## src/include/gdtg_regs.vh

```
/*
 * Constants of the grid deviation telegram generator: register offsets,
 * field positions, reset values, telegram lengths and timing counts.
 * Assumes a 200 MHz system clock and a 32-bit AHB-Lite register port.
 */
// Notes on behaviour
// extended calendar telegram is 42 characters
// extended telegram each second, ends CR LF
// date field T:, yy:mm:dd:wd then hh:mm:ss
// D: sign, zero digit, two digits, three decimals
// F: measured frequency, two digits, three decimals
// compact telegram 34 characters, T and F
// T or ? requests compact telegram next second
// request reply stamped next second, ms 000
// F27 B3 PS correction, echo F27, apply
// third format yday time, then sync character
// third format T, F, SF fields follow
// third format ends ST mains time, CR LF
// eight error flags, X8/X7 analog overflows
// X6 deviation overflow, X5 frequency limits
// X4 no pulse, X3 mains absent, X2 string
// X1 mains time not initialised
// E on either port returns ERROR flags
// fixed width zero padded numeric fields
`ifndef GDTG_REGS_VH
`define GDTG_REGS_VH

`define GDTG_OFS_CTRL        8'h00
`define GDTG_OFS_FLAGS       8'h04
`define GDTG_OFS_INT_STATUS  8'h08
`define GDTG_OFS_INT_MASK    8'h0C
`define GDTG_OFS_FD_MAX      8'h10
`define GDTG_OFS_FD_MIN      8'h14
`define GDTG_OFS_CORR        8'h18

`define GDTG_CTRL_MODE_LSB   0
`define GDTG_CTRL_MODE_MSB   1
`define GDTG_CTRL_EN_BIT     2
`define GDTG_CTRL_RESET      3'h4
`define GDTG_MODE_EXTENDED   2'h0
`define GDTG_MODE_REQUEST    2'h1
`define GDTG_MODE_THIRD      2'h2
`define GDTG_FD_MAX_RESET    16'h0500
`define GDTG_FD_MIN_RESET    16'h0500

`define GDTG_INT_SENT        0
`define GDTG_INT_REQUEST     1
`define GDTG_INT_CORR        2
`define GDTG_INT_FLAG        3

`define GDTG_LEN_EXTENDED    6'h2A
`define GDTG_LEN_COMPACT     6'h22
`define GDTG_LEN_THIRD       6'h35
`define GDTG_LEN_ERROR       6'h10
`define GDTG_LEN_ECHO        6'h05
`define GDTG_PREFIX          80'h46323720423320505320
`define GDTG_PREFIX_LEN      4'hA

`define GDTG_CLK_MHZ         200
`define GDTG_REF_TIMEOUT_MS  1100
`define GDTG_REF_TIMEOUT_CYC 28'hD1CEF00

`endif

```

## src/core/gdtg_top.v

```verilog
/*
 * Telegram generator and command responder of a mains deviation monitor.
 * Builds the extended, compact and third-format telegrams, keeps eight
 * error flags, answers E queries and takes time deviation corrections.
 * Assumes: measured values arrive as BCD from logic on sys_clk, the
 * reference seconds pulse is an asynchronous pin, and UARTs on sys_clk
 * hand bytes over by valid/ready.
 */
`timescale 1ns/1ps
`include "gdtg_regs.vh"

module gdtg_top #(
	parameter [27:0] REF_TIMEOUT_CYC = `GDTG_REF_TIMEOUT_CYC
) (
	// clock, reset, enable
	input  wire        sys_clk,
	input  wire        rst,
	input  wire        ce,
	// reference second pulse pin
	input  wire        ref_pulse,
	// reference date and time, bcd
	input  wire [7:0]  ref_year,
	input  wire [7:0]  ref_month,
	input  wire [7:0]  ref_day,
	input  wire [3:0]  ref_wday,
	input  wire [11:0] ref_yday,
	input  wire [7:0]  ref_hour,
	input  wire [7:0]  ref_min,
	input  wire [7:0]  ref_sec,
	input  wire        synced,
	// measured values, bcd
	input  wire        time_deviation_neg,
	input  wire [19:0] time_deviation,
	input  wire        time_deviation_over,
	input  wire        frequency_deviation_neg,
	input  wire [15:0] frequency_deviation,
	input  wire [19:0] measured_frequency,
	input  wire [23:0] mains_derived_time,
	input  wire [11:0] mains_derived_ms,
	// conditions for the error flags
	input  wire        analog2_overflow,
	input  wire        analog1_overflow,
	input  wire        mains_absent,
	input  wire        time_string_missing,
	input  wire        mains_time_uninit,
	// serial ports, receive side
	input  wire        rx0_valid,
	input  wire [7:0]  rx0_data,
	output wire        rx0_ready,
	input  wire        rx1_valid,
	input  wire [7:0]  rx1_data,
	output wire        rx1_ready,
	// serial transmit byte stream
	output wire        tx_valid,
	output wire [7:0]  tx_data,
	input  wire        tx_ready,
	// deviation correction to the monitor
	output reg         corr_load,
	output reg         corr_neg,
	output reg  [19:0] corr_value,
	// ahb-lite slave
	input  wire        hsel,
	input  wire [31:0] haddr,
	input  wire [1:0]  htrans,
	input  wire        hwrite,
	input  wire [2:0]  hsize,
	input  wire [31:0] hwdata,
	input  wire        hready,
	output wire        hreadyout,
	output wire        hresp,
	output reg  [31:0] hrdata,
	// interrupt
	output wire        irq
);

	localparam [2:0] P_IDLE   = 3'h0;
	localparam [2:0] P_PREFIX = 3'h1;
	localparam [2:0] P_SIGN   = 3'h2;
	localparam [2:0] P_DIGITS = 3'h3;
	localparam [2:0] P_LF     = 3'h4;

	function [7:0] dg;
		input [3:0] d;
		dg = {4'h3, d};
	endfunction

	function [7:0] sg;
		input n;
		sg = n ? "-" : "+";
	endfunction

	// registers
	reg  [2:0]   ctrl_q;
	reg  [15:0]  fd_max_q;
	reg  [15:0]  fd_min_q;
	reg  [3:0]   int_status_q;
	reg  [3:0]   int_mask_q;
	reg  [7:0]   flags_q;
	reg          wr_pend_q;
	reg  [7:0]   wr_addr_q;
	// pulse synchroniser
	reg          sync1_q;
	reg          sync2_q;
	reg          sync3_q;
	reg          pulse_lvl_q;
	reg  [27:0]  ref_cnt_q;
	// transmitter
	reg  [423:0] msg_q;
	reg  [5:0]   left_q;
	reg          sec_pend_q;
	reg          req_pend_q;
	reg          err_pend_q;
	reg          echo_pend_q;
	// parser
	reg  [2:0]   pstate_q;
	reg  [3:0]   pidx_q;
	reg  [2:0]   ndig_q;
	reg          pneg_q;
	reg  [19:0]  pacc_q;

	wire         ahb_go   = hsel & htrans[1] & hready;
	wire [1:0]   mode     = ctrl_q[`GDTG_CTRL_MODE_MSB:`GDTG_CTRL_MODE_LSB];
	wire         enabled  = ctrl_q[`GDTG_CTRL_EN_BIT];
	wire         sec_edge = ce & (sync2_q == sync3_q) & sync3_q & ~pulse_lvl_q;
	wire         rx_valid = rx0_valid | rx1_valid;
	wire [7:0]   rx_byte  = rx0_valid ? rx0_data : rx1_data;
	wire         rx_take  = ce & rx_valid;
	wire         tx_busy  = (left_q != 6'h00);
	wire         tx_fire  = ce & tx_busy & tx_ready;
	wire         tx_last  = tx_fire & (left_q == 6'h01);
	wire         is_digit = (rx_byte >= "0") && (rx_byte <= "9");

	assign hreadyout = 1'b1;
	assign hresp     = 1'b0;
	assign rx0_ready = 1'b1;
	assign rx1_ready = ~rx0_valid;
	assign tx_valid  = tx_busy;
	assign tx_data   = msg_q[423:416];
	assign irq       = |(int_status_q & int_mask_q);

	// telegram images, left aligned in the shift register
	wire [335:0] ext_w = {"T:", dg(ref_year[7:4]), dg(ref_year[3:0]), ":",
		dg(ref_month[7:4]), dg(ref_month[3:0]), ":",
		dg(ref_day[7:4]), dg(ref_day[3:0]), ":", "0", dg(ref_wday), ":",
		dg(ref_hour[7:4]), dg(ref_hour[3:0]), ":",
		dg(ref_min[7:4]), dg(ref_min[3:0]), ":",
		dg(ref_sec[7:4]), dg(ref_sec[3:0]),
		"D:", sg(time_deviation_neg), "0",
		dg(time_deviation[19:16]), dg(time_deviation[15:12]), ".",
		dg(time_deviation[11:8]), dg(time_deviation[7:4]), dg(time_deviation[3:0]),
		"F:", dg(measured_frequency[19:16]), dg(measured_frequency[15:12]), ".",
		dg(measured_frequency[11:8]), dg(measured_frequency[7:4]),
		dg(measured_frequency[3:0]), 16'h0D0A};

	// the reply goes out at the new second, so its stamp is that second
	wire [271:0] cmp_w = {dg(ref_yday[11:8]), dg(ref_yday[7:4]), dg(ref_yday[3:0]),
		":", dg(ref_hour[7:4]), dg(ref_hour[3:0]), ":",
		dg(ref_min[7:4]), dg(ref_min[3:0]), ":",
		dg(ref_sec[7:4]), dg(ref_sec[3:0]), ".000",
		" T", sg(time_deviation_neg),
		dg(time_deviation[19:16]), dg(time_deviation[15:12]), ".",
		dg(time_deviation[11:8]), dg(time_deviation[7:4]), dg(time_deviation[3:0]),
		"F", sg(frequency_deviation_neg), dg(frequency_deviation[15:12]), ".",
		dg(frequency_deviation[11:8]), dg(frequency_deviation[7:4]),
		dg(frequency_deviation[3:0]), 16'h0D0A};

	wire [423:0] thd_w = {dg(ref_yday[11:8]), dg(ref_yday[7:4]), dg(ref_yday[3:0]),
		":", dg(ref_hour[7:4]), dg(ref_hour[3:0]), ":",
		dg(ref_min[7:4]), dg(ref_min[3:0]), ":",
		dg(ref_sec[7:4]), dg(ref_sec[3:0]), synced ? " " : "?",
		"T", sg(time_deviation_neg),
		dg(time_deviation[19:16]), dg(time_deviation[15:12]), ".",
		dg(time_deviation[11:8]), dg(time_deviation[7:4]), dg(time_deviation[3:0]),
		"F", sg(frequency_deviation_neg), dg(frequency_deviation[15:12]), ".",
		dg(frequency_deviation[11:8]), dg(frequency_deviation[7:4]),
		dg(frequency_deviation[3:0]),
		"SF+", dg(measured_frequency[19:16]), dg(measured_frequency[15:12]), ".",
		dg(measured_frequency[11:8]), dg(measured_frequency[7:4]),
		dg(measured_frequency[3:0]),
		"ST", dg(mains_derived_time[23:20]), dg(mains_derived_time[19:16]), ":",
		dg(mains_derived_time[15:12]), dg(mains_derived_time[11:8]), ":",
		dg(mains_derived_time[7:4]), dg(mains_derived_time[3:0]), ".",
		dg(mains_derived_ms[11:8]), dg(mains_derived_ms[7:4]),
		dg(mains_derived_ms[3:0]), 16'h0D0A};

	wire [127:0] err_w = {"ERROR:", dg({3'h0, flags_q[7]}), dg({3'h0, flags_q[6]}),
		dg({3'h0, flags_q[5]}), dg({3'h0, flags_q[4]}), dg({3'h0, flags_q[3]}),
		dg({3'h0, flags_q[2]}), dg({3'h0, flags_q[1]}), dg({3'h0, flags_q[0]}),
		16'h0D0A};

	wire [39:0]  echo_w = {"F27", 16'h0D0A};

	// error flags follow the conditions every cycle
	wire fd_over = frequency_deviation_neg ? (frequency_deviation > fd_min_q)
		: (frequency_deviation > fd_max_q);
	wire ref_lost = (ref_cnt_q >= REF_TIMEOUT_CYC);
	wire [7:0] flags_d = {analog2_overflow, analog1_overflow,
		time_deviation_over, fd_over,
		ref_lost, mains_absent, time_string_missing,
		mains_time_uninit};

	wire [79:0] prefix_sh = `GDTG_PREFIX >> (8'h48 - {1'b0, pidx_q, 3'h0});
	wire cmd_idle    = (pstate_q == P_IDLE);
	wire cmd_request = rx_take & cmd_idle & ((rx_byte == "T") || (rx_byte == "?"));
	wire cmd_error   = rx_take & cmd_idle & (rx_byte == "E");
	wire corr_ok     = rx_take & (pstate_q == P_LF) & (rx_byte == 8'h0A);

	wire [3:0] int_events;
	assign int_events[`GDTG_INT_SENT]    = tx_last;
	assign int_events[`GDTG_INT_REQUEST] = cmd_request & (mode == `GDTG_MODE_REQUEST);
	assign int_events[`GDTG_INT_CORR]    = corr_ok;
	assign int_events[`GDTG_INT_FLAG]    = ce & |(flags_d & ~flags_q);

	// pulse synchroniser: an edge counts once the second and third stage agree
	always @(posedge sys_clk) begin
		if (rst) begin
			sync1_q     <= 1'b0;
			sync2_q     <= 1'b0;
			sync3_q     <= 1'b0;
			pulse_lvl_q <= 1'b0;
			ref_cnt_q   <= 28'h0000000;
		end else if (ce) begin
			sync1_q <= ref_pulse;
			sync2_q <= sync1_q;
			sync3_q <= sync2_q;
			if (sync2_q == sync3_q)
				pulse_lvl_q <= sync3_q;
			if (sec_edge)
				ref_cnt_q <= 28'h0000000;
			else if (!ref_lost)
				ref_cnt_q <= ref_cnt_q + 28'h0000001;
		end
	end

	// ahb-lite slave: zero wait states, read data registered in the address phase
	always @(posedge sys_clk) begin
		if (rst) begin
			wr_pend_q    <= 1'b0;
			wr_addr_q    <= 8'h00;
			hrdata       <= 32'h00000000;
			ctrl_q       <= `GDTG_CTRL_RESET;
			fd_max_q     <= `GDTG_FD_MAX_RESET;
			fd_min_q     <= `GDTG_FD_MIN_RESET;
			int_mask_q   <= 4'h0;
			int_status_q <= 4'h0;
			flags_q      <= 8'h00;
		end else if (ce) begin
			flags_q   <= flags_d;
			wr_pend_q <= ahb_go & hwrite;
			wr_addr_q <= haddr[7:0];
			if (ahb_go && !hwrite) begin
				case (haddr[7:0])
				`GDTG_OFS_CTRL:       hrdata <= {29'h00000000, ctrl_q};
				`GDTG_OFS_FLAGS:      hrdata <= {24'h000000, flags_q};
				`GDTG_OFS_INT_STATUS: hrdata <= {28'h0000000, int_status_q};
				`GDTG_OFS_INT_MASK:   hrdata <= {28'h0000000, int_mask_q};
				`GDTG_OFS_FD_MAX:     hrdata <= {16'h0000, fd_max_q};
				`GDTG_OFS_FD_MIN:     hrdata <= {16'h0000, fd_min_q};
				`GDTG_OFS_CORR:       hrdata <= {11'h000, corr_neg, corr_value};
				default:              hrdata <= 32'h00000000;
				endcase
			end
			if (wr_pend_q) begin
				case (wr_addr_q)
				`GDTG_OFS_CTRL:     ctrl_q     <= hwdata[2:0];
				`GDTG_OFS_INT_MASK: int_mask_q <= hwdata[3:0];
				`GDTG_OFS_FD_MAX:   fd_max_q   <= hwdata[15:0];
				`GDTG_OFS_FD_MIN:   fd_min_q   <= hwdata[15:0];
				default:            ;
				endcase
			end
			// a new event wins over a write-one-to-clear in the same cycle
			if (wr_pend_q && (wr_addr_q == `GDTG_OFS_INT_STATUS))
				int_status_q <= (int_status_q & ~hwdata[3:0]) | int_events;
			else
				int_status_q <= int_status_q | int_events;
		end
	end

	// command parser for requests, error queries and corrections
	always @(posedge sys_clk) begin
		if (rst) begin
			pstate_q   <= P_IDLE;
			pidx_q     <= 4'h0;
			ndig_q     <= 3'h0;
			pneg_q     <= 1'b0;
			pacc_q     <= 20'h00000;
			corr_load  <= 1'b0;
			corr_neg   <= 1'b0;
			corr_value <= 20'h00000;
		end else if (ce) begin
			corr_load <= 1'b0;
			if (rx_take) begin
				case (pstate_q)
				P_IDLE: begin
					if (rx_byte == "F") begin
						pstate_q <= P_PREFIX;
						pidx_q   <= 4'h1;
					end
				end
				P_PREFIX: begin
					if (rx_byte != prefix_sh[7:0]) begin
						pstate_q <= P_IDLE;
					end else if (pidx_q == `GDTG_PREFIX_LEN - 4'h1) begin
						pstate_q <= P_SIGN;
					end else begin
						pidx_q <= pidx_q + 4'h1;
					end
				end
				P_SIGN: begin
					ndig_q <= 3'h0;
					pacc_q <= 20'h00000;
					pneg_q <= (rx_byte == "-");
					if ((rx_byte == "+") || (rx_byte == "-"))
						pstate_q <= P_DIGITS;
					else
						pstate_q <= P_IDLE;
				end
				P_DIGITS: begin
					if (is_digit && (ndig_q != 3'h5)) begin
						pacc_q <= {pacc_q[15:0], rx_byte[3:0]};
						ndig_q <= ndig_q + 3'h1;
					end else if (rx_byte == 8'h0D && ndig_q != 3'h0) begin
						pstate_q <= P_LF;
					end else if (rx_byte != ".") begin
						pstate_q <= P_IDLE;
					end
				end
				P_LF: begin
					pstate_q <= P_IDLE;
					// applied at once, well inside the permitted delay
					if (corr_ok) begin
						corr_load  <= 1'b1;
						corr_neg   <= pneg_q;
						corr_value <= pacc_q;
					end
				end
				default: pstate_q <= P_IDLE;
				endcase
			end
		end
	end

	// scheduling and shift-out of telegrams
	always @(posedge sys_clk) begin
		if (rst) begin
			msg_q       <= 424'h0;
			left_q      <= 6'h00;
			sec_pend_q  <= 1'b0;
			req_pend_q  <= 1'b0;
			err_pend_q  <= 1'b0;
			echo_pend_q <= 1'b0;
		end else if (ce) begin
			if (cmd_request && mode == `GDTG_MODE_REQUEST)
				req_pend_q <= 1'b1;
			if (cmd_error)
				err_pend_q <= 1'b1;
			if (corr_ok)
				echo_pend_q <= 1'b1;
			// the new second is loaded one cycle after its edge so that
			// the time inputs have already rolled over
			if (sec_edge && enabled)
				sec_pend_q <= 1'b1;
			if (tx_fire) begin
				msg_q  <= {msg_q[415:0], 8'h00};
				left_q <= left_q - 6'h01;
			end else if (!tx_busy) begin
				if (echo_pend_q && !corr_ok) begin
					echo_pend_q <= 1'b0;
					msg_q       <= {echo_w, 384'h0};
					left_q      <= `GDTG_LEN_ECHO;
				end else if (err_pend_q && !cmd_error) begin
					err_pend_q <= 1'b0;
					msg_q      <= {err_w, 296'h0};
					left_q     <= `GDTG_LEN_ERROR;
				end else if (sec_pend_q && !sec_edge) begin
					sec_pend_q <= 1'b0;
					case (mode)
					`GDTG_MODE_EXTENDED: begin
						msg_q  <= {ext_w, 88'h0};
						left_q <= `GDTG_LEN_EXTENDED;
					end
					`GDTG_MODE_REQUEST: begin
						// a request caught this second waits for the next edge
						if (req_pend_q && !cmd_request) begin
							req_pend_q <= 1'b0;
							msg_q      <= {cmp_w, 152'h0};
							left_q     <= `GDTG_LEN_COMPACT;
						end
					end
					`GDTG_MODE_THIRD: begin
						msg_q  <= thd_w;
						left_q <= `GDTG_LEN_THIRD;
					end
					default: ;
					endcase
				end
			end
		end
	end

endmodule

```

## config.mk

```make
export PLATFORM = sky130hd
export DESIGN_NAME = gdtg_top
export DESIGN_NICKNAME = d
export VERILOG_FILES = /design/src/core/gdtg_top.v
export VERILOG_INCLUDE_DIRS = /design/src /design/src/include
export SDC_FILE = /design/constraint.sdc
export NUM_CORES = 1
export LEC_CHECK = 0
export BUFFER_PORTS_ARGS = -buffer_cell sky130_fd_sc_hd__buf_2
export CAP_MARGIN = 20
export CORE_MARGIN = 5
export CORE_UTILIZATION = 45
export DETAILED_ROUTE_END_ITERATION = 8
export PLACE_DENSITY = 0.61
export SYNTH_ARGS = -nofsm -noshare
export SYNTH_HDL_FRONTEND = slang
export SYNTH_SLANG_ARGS = --single-unit
```

## constraint.sdc

```tcl
create_clock -name sys_clk -period 6.6 [get_ports sys_clk]
set_input_delay 0.33 -clock sys_clk [delete_from_list [all_inputs] [get_ports sys_clk]]
set_output_delay 0.33 -clock sys_clk [all_outputs]
set_load 0.02 [all_outputs]
```

==> impl_metrics.py, run 1 <==
metrics = {
    "status": {
        "status": "finished clean",
    },
    "floorplan": {
        "die_h_um": 242,
        "design.core.area_um2": 53600,
        "boundaryPins": 328,
        "num_rows": 85,
        "dieArea_um2": 58500,
        "start_util": 0.452,
        "die_w_um": 242,
    },
    "clock_network": {
        "numClockSinks": 517,
        "cts_tree": "yes",
        "numCtsBuffers": 55,
        "htreeDepth": 2,
        "clk_path_buf_depth": 3,
        "clockRootBuffer": "clkbuf_16",
        "clk_pin_slew_ns": 0.06,
        "ctsResizeCount": 0,
        "worstSkewPairLatency_ns": 0.61,
    },
    "route": {
        "drc": 0,
        "firstDrtPassIters": 8,
        "vias": 22700,
        "ant_nets": 0,
        "avgViaCountPerCell": 5.97,
        "dr.first_iter.drc_count": 2644,
        "routed_wirelength_um": 78200,
        "avgRoutedWirePerCell_um": 20.5,
    },
    "run": {
        "maxCapViolations": 0,
    },
    "logic_synthesis": {
        "synth-edff-count": 0,
        "synthCells": 2906,
        "ys_types": 89,
        "synth_area_um2": 24200,
        "yosysSeqAreaShare": 0.428,
        "synth-seq-cells": 517,
        "synthArstFlopShare": 0,
        "avgSynthCellArea_um2": 8.33,
        "synth-main-ff-cell": "dfxtp_1",
        "yosys_warnings": 0,
    },
    "timing": {
        "final_hold_viol_count": 0,
        "timing.setup.tns_ns": 0,
        "layout_min_cycle_time_ns": 4.24,
        "slew_viol_final": 0,
        "finalSetupViolations": 0,
        "fin_skew_ns": 0.0113,
        "period_share": 0.642,
        "worstMarginPinSlew_ns": 1.21,
        "slew_headroom": 0.194,
        "grt_setup_unrepaired": "no",
        "max_clock_freq_ghz": 0.236,
    },
    "power": {
        "power_density_nw_per_um2": 347,
        "peakVddDrop_mv": 0.328,
        "leakagePower_nw": 10.2,
    },
    "placed_design": {
        "gp_congestion": 0.857,
        "portBuffers": 268,
        "dpl.hpwl_um": 52400,
    },
    "critical_path": {
        "critPathRequiredTime_ns": 7.12,
        "critPathLaunchType": "flip-flop",
        "cp_max_fo": 23,
        "critical_path_class": "reg2reg",
        "critical_path_arrival_ns": 4.75,
        "end_kind": "flip-flop",
    },
    "global_route": {
        "grtUsageMet1": 0.350,
        "met2_usage": 0.381,
        "use_met3": 0.0725,
        "antenna_found_initial": 9,
        "grt_max_degree": 246,
        "grt_overflow": 0,
        "grt_pass1_vias": 21300,
        "track_usage": 0.252,
        "grt_pass1_wl_um": 121000,
        "top_usage_layer": "met2",
    },
    "finish": {
        "post-route-util": 0.523,
        "area_delta_synth_final_pct": 15.8,
        "drive_gt1_frac": 0.147,
        "fin_nets": 3376,
    },
    "min_path": {
        "hp-class": "in2reg",
    },
}
[area by class of cell]
cell class                      instances  area (um^2)
Inverter                               70          263
Clock buffer                           86         1730
Antenna cell                            7         17.5
Sequential cell                       517        10300
Tap cell                              696          871
Multi-Input combinational cell       2059        12400
Clock inverter                         12          130
Fill cell                            5075        25600
Timing Repair Buffer                  362         2260
[cell usage in the layout (no fill, tap or decap), drive strengths merged, types with 10 or more instances in the layout]
cell type,count
inv,71
clkbuf,86
o211ai,14
a21o,13
a21oi,272
o22ai,10
or3,14
o21ai,42
mux2i,64
dlygate4sd3,63
a221oi,54
a222oi,50
nor4,12
nor2,418
xor2,12
nand4,20
nand2b,13
ha,51
xnor2,20
a211oi,135
a22oi,152
a31oi,16
nand2,270
and3,20
buf,299
nand3,68
conb,15
a311oi,12
dfxtp,517
nor3,166
[worst max-delay path, cell delays in order (launching register included)]
cell      delay (ns)
dfxtp_1         0.43
nor3_1          0.38
nand2_1         0.20
o41ai_4         0.85
nand3_2         0.64
nor2_4          0.80
buf_4           0.41
a222oi_1        0.16
a211oi_2        0.26
[timing repair]
action | CTS | global route
hold endpoints to repair | 78 | 0
setup buffers | 0 | 0
hold buffers | 63 | 0
setup endpoints to repair | 0 | 0
[synth_stat cells, drive strengths merged (5+ instances only)]
| cell | instances | area (um^2) |
|---|---|---|
| nand3b | 7 | 52.6 |
| a311oi | 12 | 105 |
| a22oi | 152 | 1140 |
| dfxtp | 517 | 10300 |
| and2 | 8 | 50.1 |
| nor4 | 12 | 75.1 |
| mux2i | 64 | 641 |
| a222oi | 50 | 500 |
| xor2 | 12 | 105 |
| nand4 | 20 | 125 |
| nand2b | 13 | 81.3 |
| or2 | 6 | 37.5 |
| a211oi | 135 | 1190 |
| nor2b | 7 | 43.8 |
| ha | 51 | 638 |
| nor4b | 5 | 43.8 |
| nor3 | 166 | 847 |
| nand2 | 270 | 1020 |
| nand3 | 68 | 345 |
| a221oi | 54 | 498 |
| a21oi | 272 | 1360 |
| o221ai | 5 | 43.8 |
| a21o | 13 | 97.6 |
| clkbuf | 161 | 604 |
| nor3b | 8 | 60.1 |
| a31oi | 16 | 106 |
| and3 | 20 | 125 |
| o31ai | 8 | 73.8 |
| o21ai | 42 | 210 |
| or3 | 14 | 87.6 |
| nor2 | 418 | 1580 |
| mux2 | 5 | 56.3 |
| a211o | 9 | 78.8 |
| buf | 112 | 687 |
| inv | 70 | 263 |
| o22ai | 10 | 62.6 |
| xnor2 | 20 | 175 |
| o211ai | 14 | 105 |
| o21a | 6 | 45.0 |
[cells by family (layout without fill, tap and decap cells)]
family | Yosys count | count (layout) | synth area share
fa+ha+maj | 51 | 51 | 0.0264
other cells | 2 | 22 | 0.000310
xor+xnor | 32 | 32 | 0.0116
simple gates | 1060 | 1060 | 0.196
compound gates | 832 | 832 | 0.246
mux | 69 | 69 | 0.0288
flops | 517 | 517 | 0.428
buf+inv | 343 | 530 | 0.0642
[worst paths after layout]
check / to / slack, ns / depth (start not counted) / from
setup reg to reg: msg_q[137] / 2.36 / 8 / pstate_q[0]
hold reg to reg: hrdata[18] / 0.45 / 2 / hrdata[18]
setup / recovery: msg_q[137] / 2.36 / 8 / pstate_q[0]
hold / removal: msg_q[26] / 0.04 / 3 / mains_derived_ms[6]
[through the flow]
stage / setup WS (ns) / area, um^2 / cells / power, mW / hold WS (ns)
after floorplan: 3.72 / 24300 / 2919 / 5.99 / 0.431
after global placement: 2.16 / 25500 / 3641 / 6.51 / 0.437
after detailed placement: 2.16 / 25500 / 3641 / 6.59 / 0.444
after CTS: 2.40 / 28000 / 3802 / 9.77 / 0.00150
after global routing: 2.12 / 28000 / 3806 / 10.3 / 0.0316
final: 2.36 / 28000 / 3809 / 9.73 / 0.0370
[flip-flops by register name (all words and copies together) (netlist names), 6 cells and up, named ones only]
signal / count
pacc_q: 20
corr_value: 20
flags_q: 8
fd_max_q: 16
msg_q: 341
left_q: 6
fd_min_q: 16
ref_cnt_q: 28
wr_addr_q: 8
hrdata: 21
[power breakdown]
group | leakage [nW] | internal, mW | switching [mW] | total [mW]
combinational | 5.07 | 0.873 | 1.79 | 2.66
clock | 0.917 | 1.86 | 1.28 | 3.14
sequential | 4.20 | 3.64 | 0.284 | 3.92
[per-layer routing]
| layer | share of wire | vias up |
|---|---|---|
| met5 | 0.00035 | - |
| met4 | 0.028 | 4 |
| met3 | 0.091 | 137 |
| met2 | 0.44 | 842 |
| met1 | 0.44 | 10900 |
| li1 | - | 10900 |
Power figures use the tool's default switching activity.
==> run 2: changes to the inputs <==
--- a/config.mk
+++ b/config.mk
@@ -6,12 +6,13 @@
 export SDC_FILE = /design/constraint.sdc
 export NUM_CORES = 1
 export LEC_CHECK = 0
+export ABC_AREA = 1
 export BUFFER_PORTS_ARGS = -buffer_cell sky130_fd_sc_hd__buf_2
 export CAP_MARGIN = 20
 export CORE_MARGIN = 5
 export CORE_UTILIZATION = 45
 export DETAILED_ROUTE_END_ITERATION = 8
-export PLACE_DENSITY = 0.61
+export PLACE_DENSITY = 0.6
 export SYNTH_ARGS = -nofsm -noshare
 export SYNTH_HDL_FRONTEND = slang
 export SYNTH_SLANG_ARGS = --single-unit
==> constraint.sdc (replaced) <==
create_clock -name sys_clk -period 3.9 [get_ports sys_clk]
set_input_delay 0.195 -clock sys_clk [delete_from_list [all_inputs] [get_ports sys_clk]]
set_output_delay 0.195 -clock sys_clk [all_outputs]
set_load 0.02 [all_outputs]
==> impl_metrics.py, run 2 <==
metrics = {
    "power": {
        "peakVddDrop_mv": 0.505,
        "internal-power_mw": 9.29,
        "pwr-share-comb": 0.094,
        "seq_power_share": 0.439,
        "p_switching_mw": 3.19,
        "leakagePower_nw": 13.2,
        "p_total_mw": 12.5,
        "p_clk_frac": 0.466,
        "p_sw_frac": 0.256,
        "power_density_nw_per_um2": 404,
    },
    "run": {
        "maxCapViolations": 0,
    },
    "logic_synthesis": {
        "synthArstFlopShare": 0,
        "synth_top_area_cell": "dfxtp_1",
        "synth-edff-count": 0,
        "synth-seq-cells": 517,
        "yosysSeqAreaShare": 0.394,
        "synthCells": 4028,
        "ys_types": 47,
        "synth_area_um2": 26300,
        "avgSynthCellArea_um2": 6.53,
        "synth_top_area_share": 0.394,
        "synthTopCellsByArea": "dfxtp_1 (39%), nand2_1 (14%), nor2_1 (8.8%)",
        "synth_most_common_cell": "nand2_1",
        "synth-main-ff-cell": "dfxtp_1",
        "synth_common_cells": "nand2_1 (1003), nor2_1 (617), dfxtp_1 (517)",
        "yosys_warnings": 0,
    },
    "floorplan": {
        "die_w_um": 252,
        "num_rows": 88,
        "design.core.area_um2": 57800,
        "dieArea_um2": 63400,
        "start_util": 0.455,
        "die_h_um": 252,
        "boundaryPins": 328,
    },
    "route": {
        "drc": 0,
        "firstDrtPassIters": 6,
        "avgViaCountPerCell": 5.36,
        "dr.first_iter.drc_count": 2536,
        "vias": 26900,
        "routed_wirelength_um": 89600,
        "avgRoutedWirePerCell_um": 17.8,
        "ant_nets": 0,
    },
    "critical_path": {
        "critPathRequiredTime_ns": 4.44,
        "end_kind": "flip-flop",
        "critPathLaunchType": "flip-flop",
        "critical_path_class": "reg2reg",
        "critical_path_arrival_ns": 3.60,
        "cp_max_fo": 59,
    },
    "finish": {
        "fin_area_um2": 30900,
        "fin_nets": 4522,
        "fillers": 6057,
        "area_delta_synth_final_pct": 17.5,
        "final_cell_mix": "nand2_1 (1002), nor2_1 (617), dfxtp_1 (517)",
        "largestRegisters": "msg_q: 341 flops, ref_cnt_q: 28 flops, hrdata: 21 flops",
        "largest_register_ffs": 341,
        "drive_gt1_frac": 0.108,
        "final_common_cell": "nand2_1",
        "top_register": "msg_q",
    },
    "timing": {
        "slew_viol_final": 0,
        "fin_skew_ns": 0.0201,
        "worstMarginPinSlew_ns": 1.05,
        "max_clock_freq_ghz": 0.327,
        "finalSetupViolations": 0,
        "slew_headroom": 0.295,
        "period_share": 0.785,
        "final_hold_viol_count": 0,
        "timing.setup.tns_ns": 0,
        "grt_setup_unrepaired": "no",
        "layout_min_cycle_time_ns": 3.06,
    },
    "clock_network": {
        "clockRootBuffer": "clkbuf_16",
        "clk_path_buf_depth": 3,
        "numCtsBuffers": 57,
        "cts_tree": "yes",
        "worstSkewPairLatency_ns": 0.63,
        "ctsResizeCount": 0,
        "clk_pin_slew_ns": 0.06,
        "numClockSinks": 517,
        "htreeDepth": 2,
    },
    "placed_design": {
        "dpl_cell_area_um2": 27900,
        "gp_congestion": 0.897,
        "portBuffers": 268,
        "dpl.hpwl_um": 58300,
    },
    "global_route": {
        "grt_pass1_vias": 24500,
        "antenna_found_initial": 1,
        "grt_overflow": 0,
        "track_usage": 0.268,
        "grt_max_degree": 180,
        "grt_pass1_wl_um": 138000,
    },
    "status": {
        "status": "finished clean",
    },
    "min_path": {
        "hp-class": "in2reg",
    },
}
[run 2: cell count changes after synthesis, sizes merged, moves of 150 or more]
cell	delta
a22oi	-150
nand2	+746
nand3	+185
inv	+152
o21ai	+423
nor2	+202
[run 2: worst paths after layout]
check                         start       endpoint  slack (ns)  depth (start not counted)
max                       left_q[1]     msg_q[152]        0.84                         15
min          mains_derived_time[15]      msg_q[83]        0.03                          7
max reg2reg               left_q[1]     msg_q[152]        0.84                         15
min reg2reg           ref_cnt_q[27]  ref_cnt_q[27]        0.45                          2
[run 2: area by class of cell]
class,instances,area (um^2),share of cell area
clock buffers,84,1730,0.0560
inverters,227,880,0.0285
multi-input cells,2992,13800,0.447
well taps,765,957,0.0310
clock inverters,23,315,0.0102
repair buffers,416,2830,0.0917
diodes,1,2.50,0.0000810
flip-flops and latches,517,10300,0.335
[run 2: routing by layer]
| metal | up-vias | GRT usage | share of wire |
|---|---|---|---|
| li1 | 13500 | - | - |
| met1 | 12300 | 0.385 | 0.46 |
| met2 | 929 | 0.410 | 0.44 |
| met3 | 154 | 0.0396 | 0.068 |
| met4 | 0 | 0.0970 | 0.039 |
| met5 | - | 0 | 0 |
[run 2: cells by family after synthesis]
family / Yosys count / synth area share
XOR/XNOR: 11 / 0.00366
buffers and inverters: 532 / 0.0847
AO/OA/AOI/OAI: 933 / 0.188
AND/OR/NAND/NOR: 1982 / 0.305
other: 2 / 0.000286
flip-flops: 517 / 0.394
adder cells (fa/ha/maj): 51 / 0.0243
[run 2: per-stage QoR]
step	cells	util	setup slack [ns]	hold WS, ns
2_1_floorplan	4041	-	1.76	0.325
3_3_place_gp	4822	0.482	0.624	0.438
3_5_place_dp	4822	0.482	0.584	0.440
4_1_cts	5024	0.534	0.839	0.00187
5_1_grt	5025	0.534	0.605	0.0447
6_report	5025	0.534	0.837	0.0299
[run 2: critical path: stages, from the launching register on]
cell	delay (ns)
dfxtp_1	0.33
inv_1	0.08
ha_1	0.19
nand2_1	0.10
nor3_1	0.30
inv_1	0.12
nand2_2	0.17
nand2_4	0.13
inv_4	0.08
nand2_4	0.20
nand2_4	0.19
nand2_8	0.09
inv_6	0.41
buf_4	0.36
nand2_1	0.08
a21oi_1	0.13
[run 2: power by group through the flow]
stage	sequential (mW)	combinational, mW	clock (mW)
detailed placement	5.60	1.08	0
global placement	5.60	1.08	0
floorplan	5.58	0.693	0
global route	5.50	1.30	6.14
CTS	5.48	1.17	5.92
finish	5.48	1.18	5.82
[run 2: timing repair]
item                                   4_1_cts  5_1_grt
hold buffers                                95        0
endpoints found under the hold margin      136        0
setup buffers                                0        0
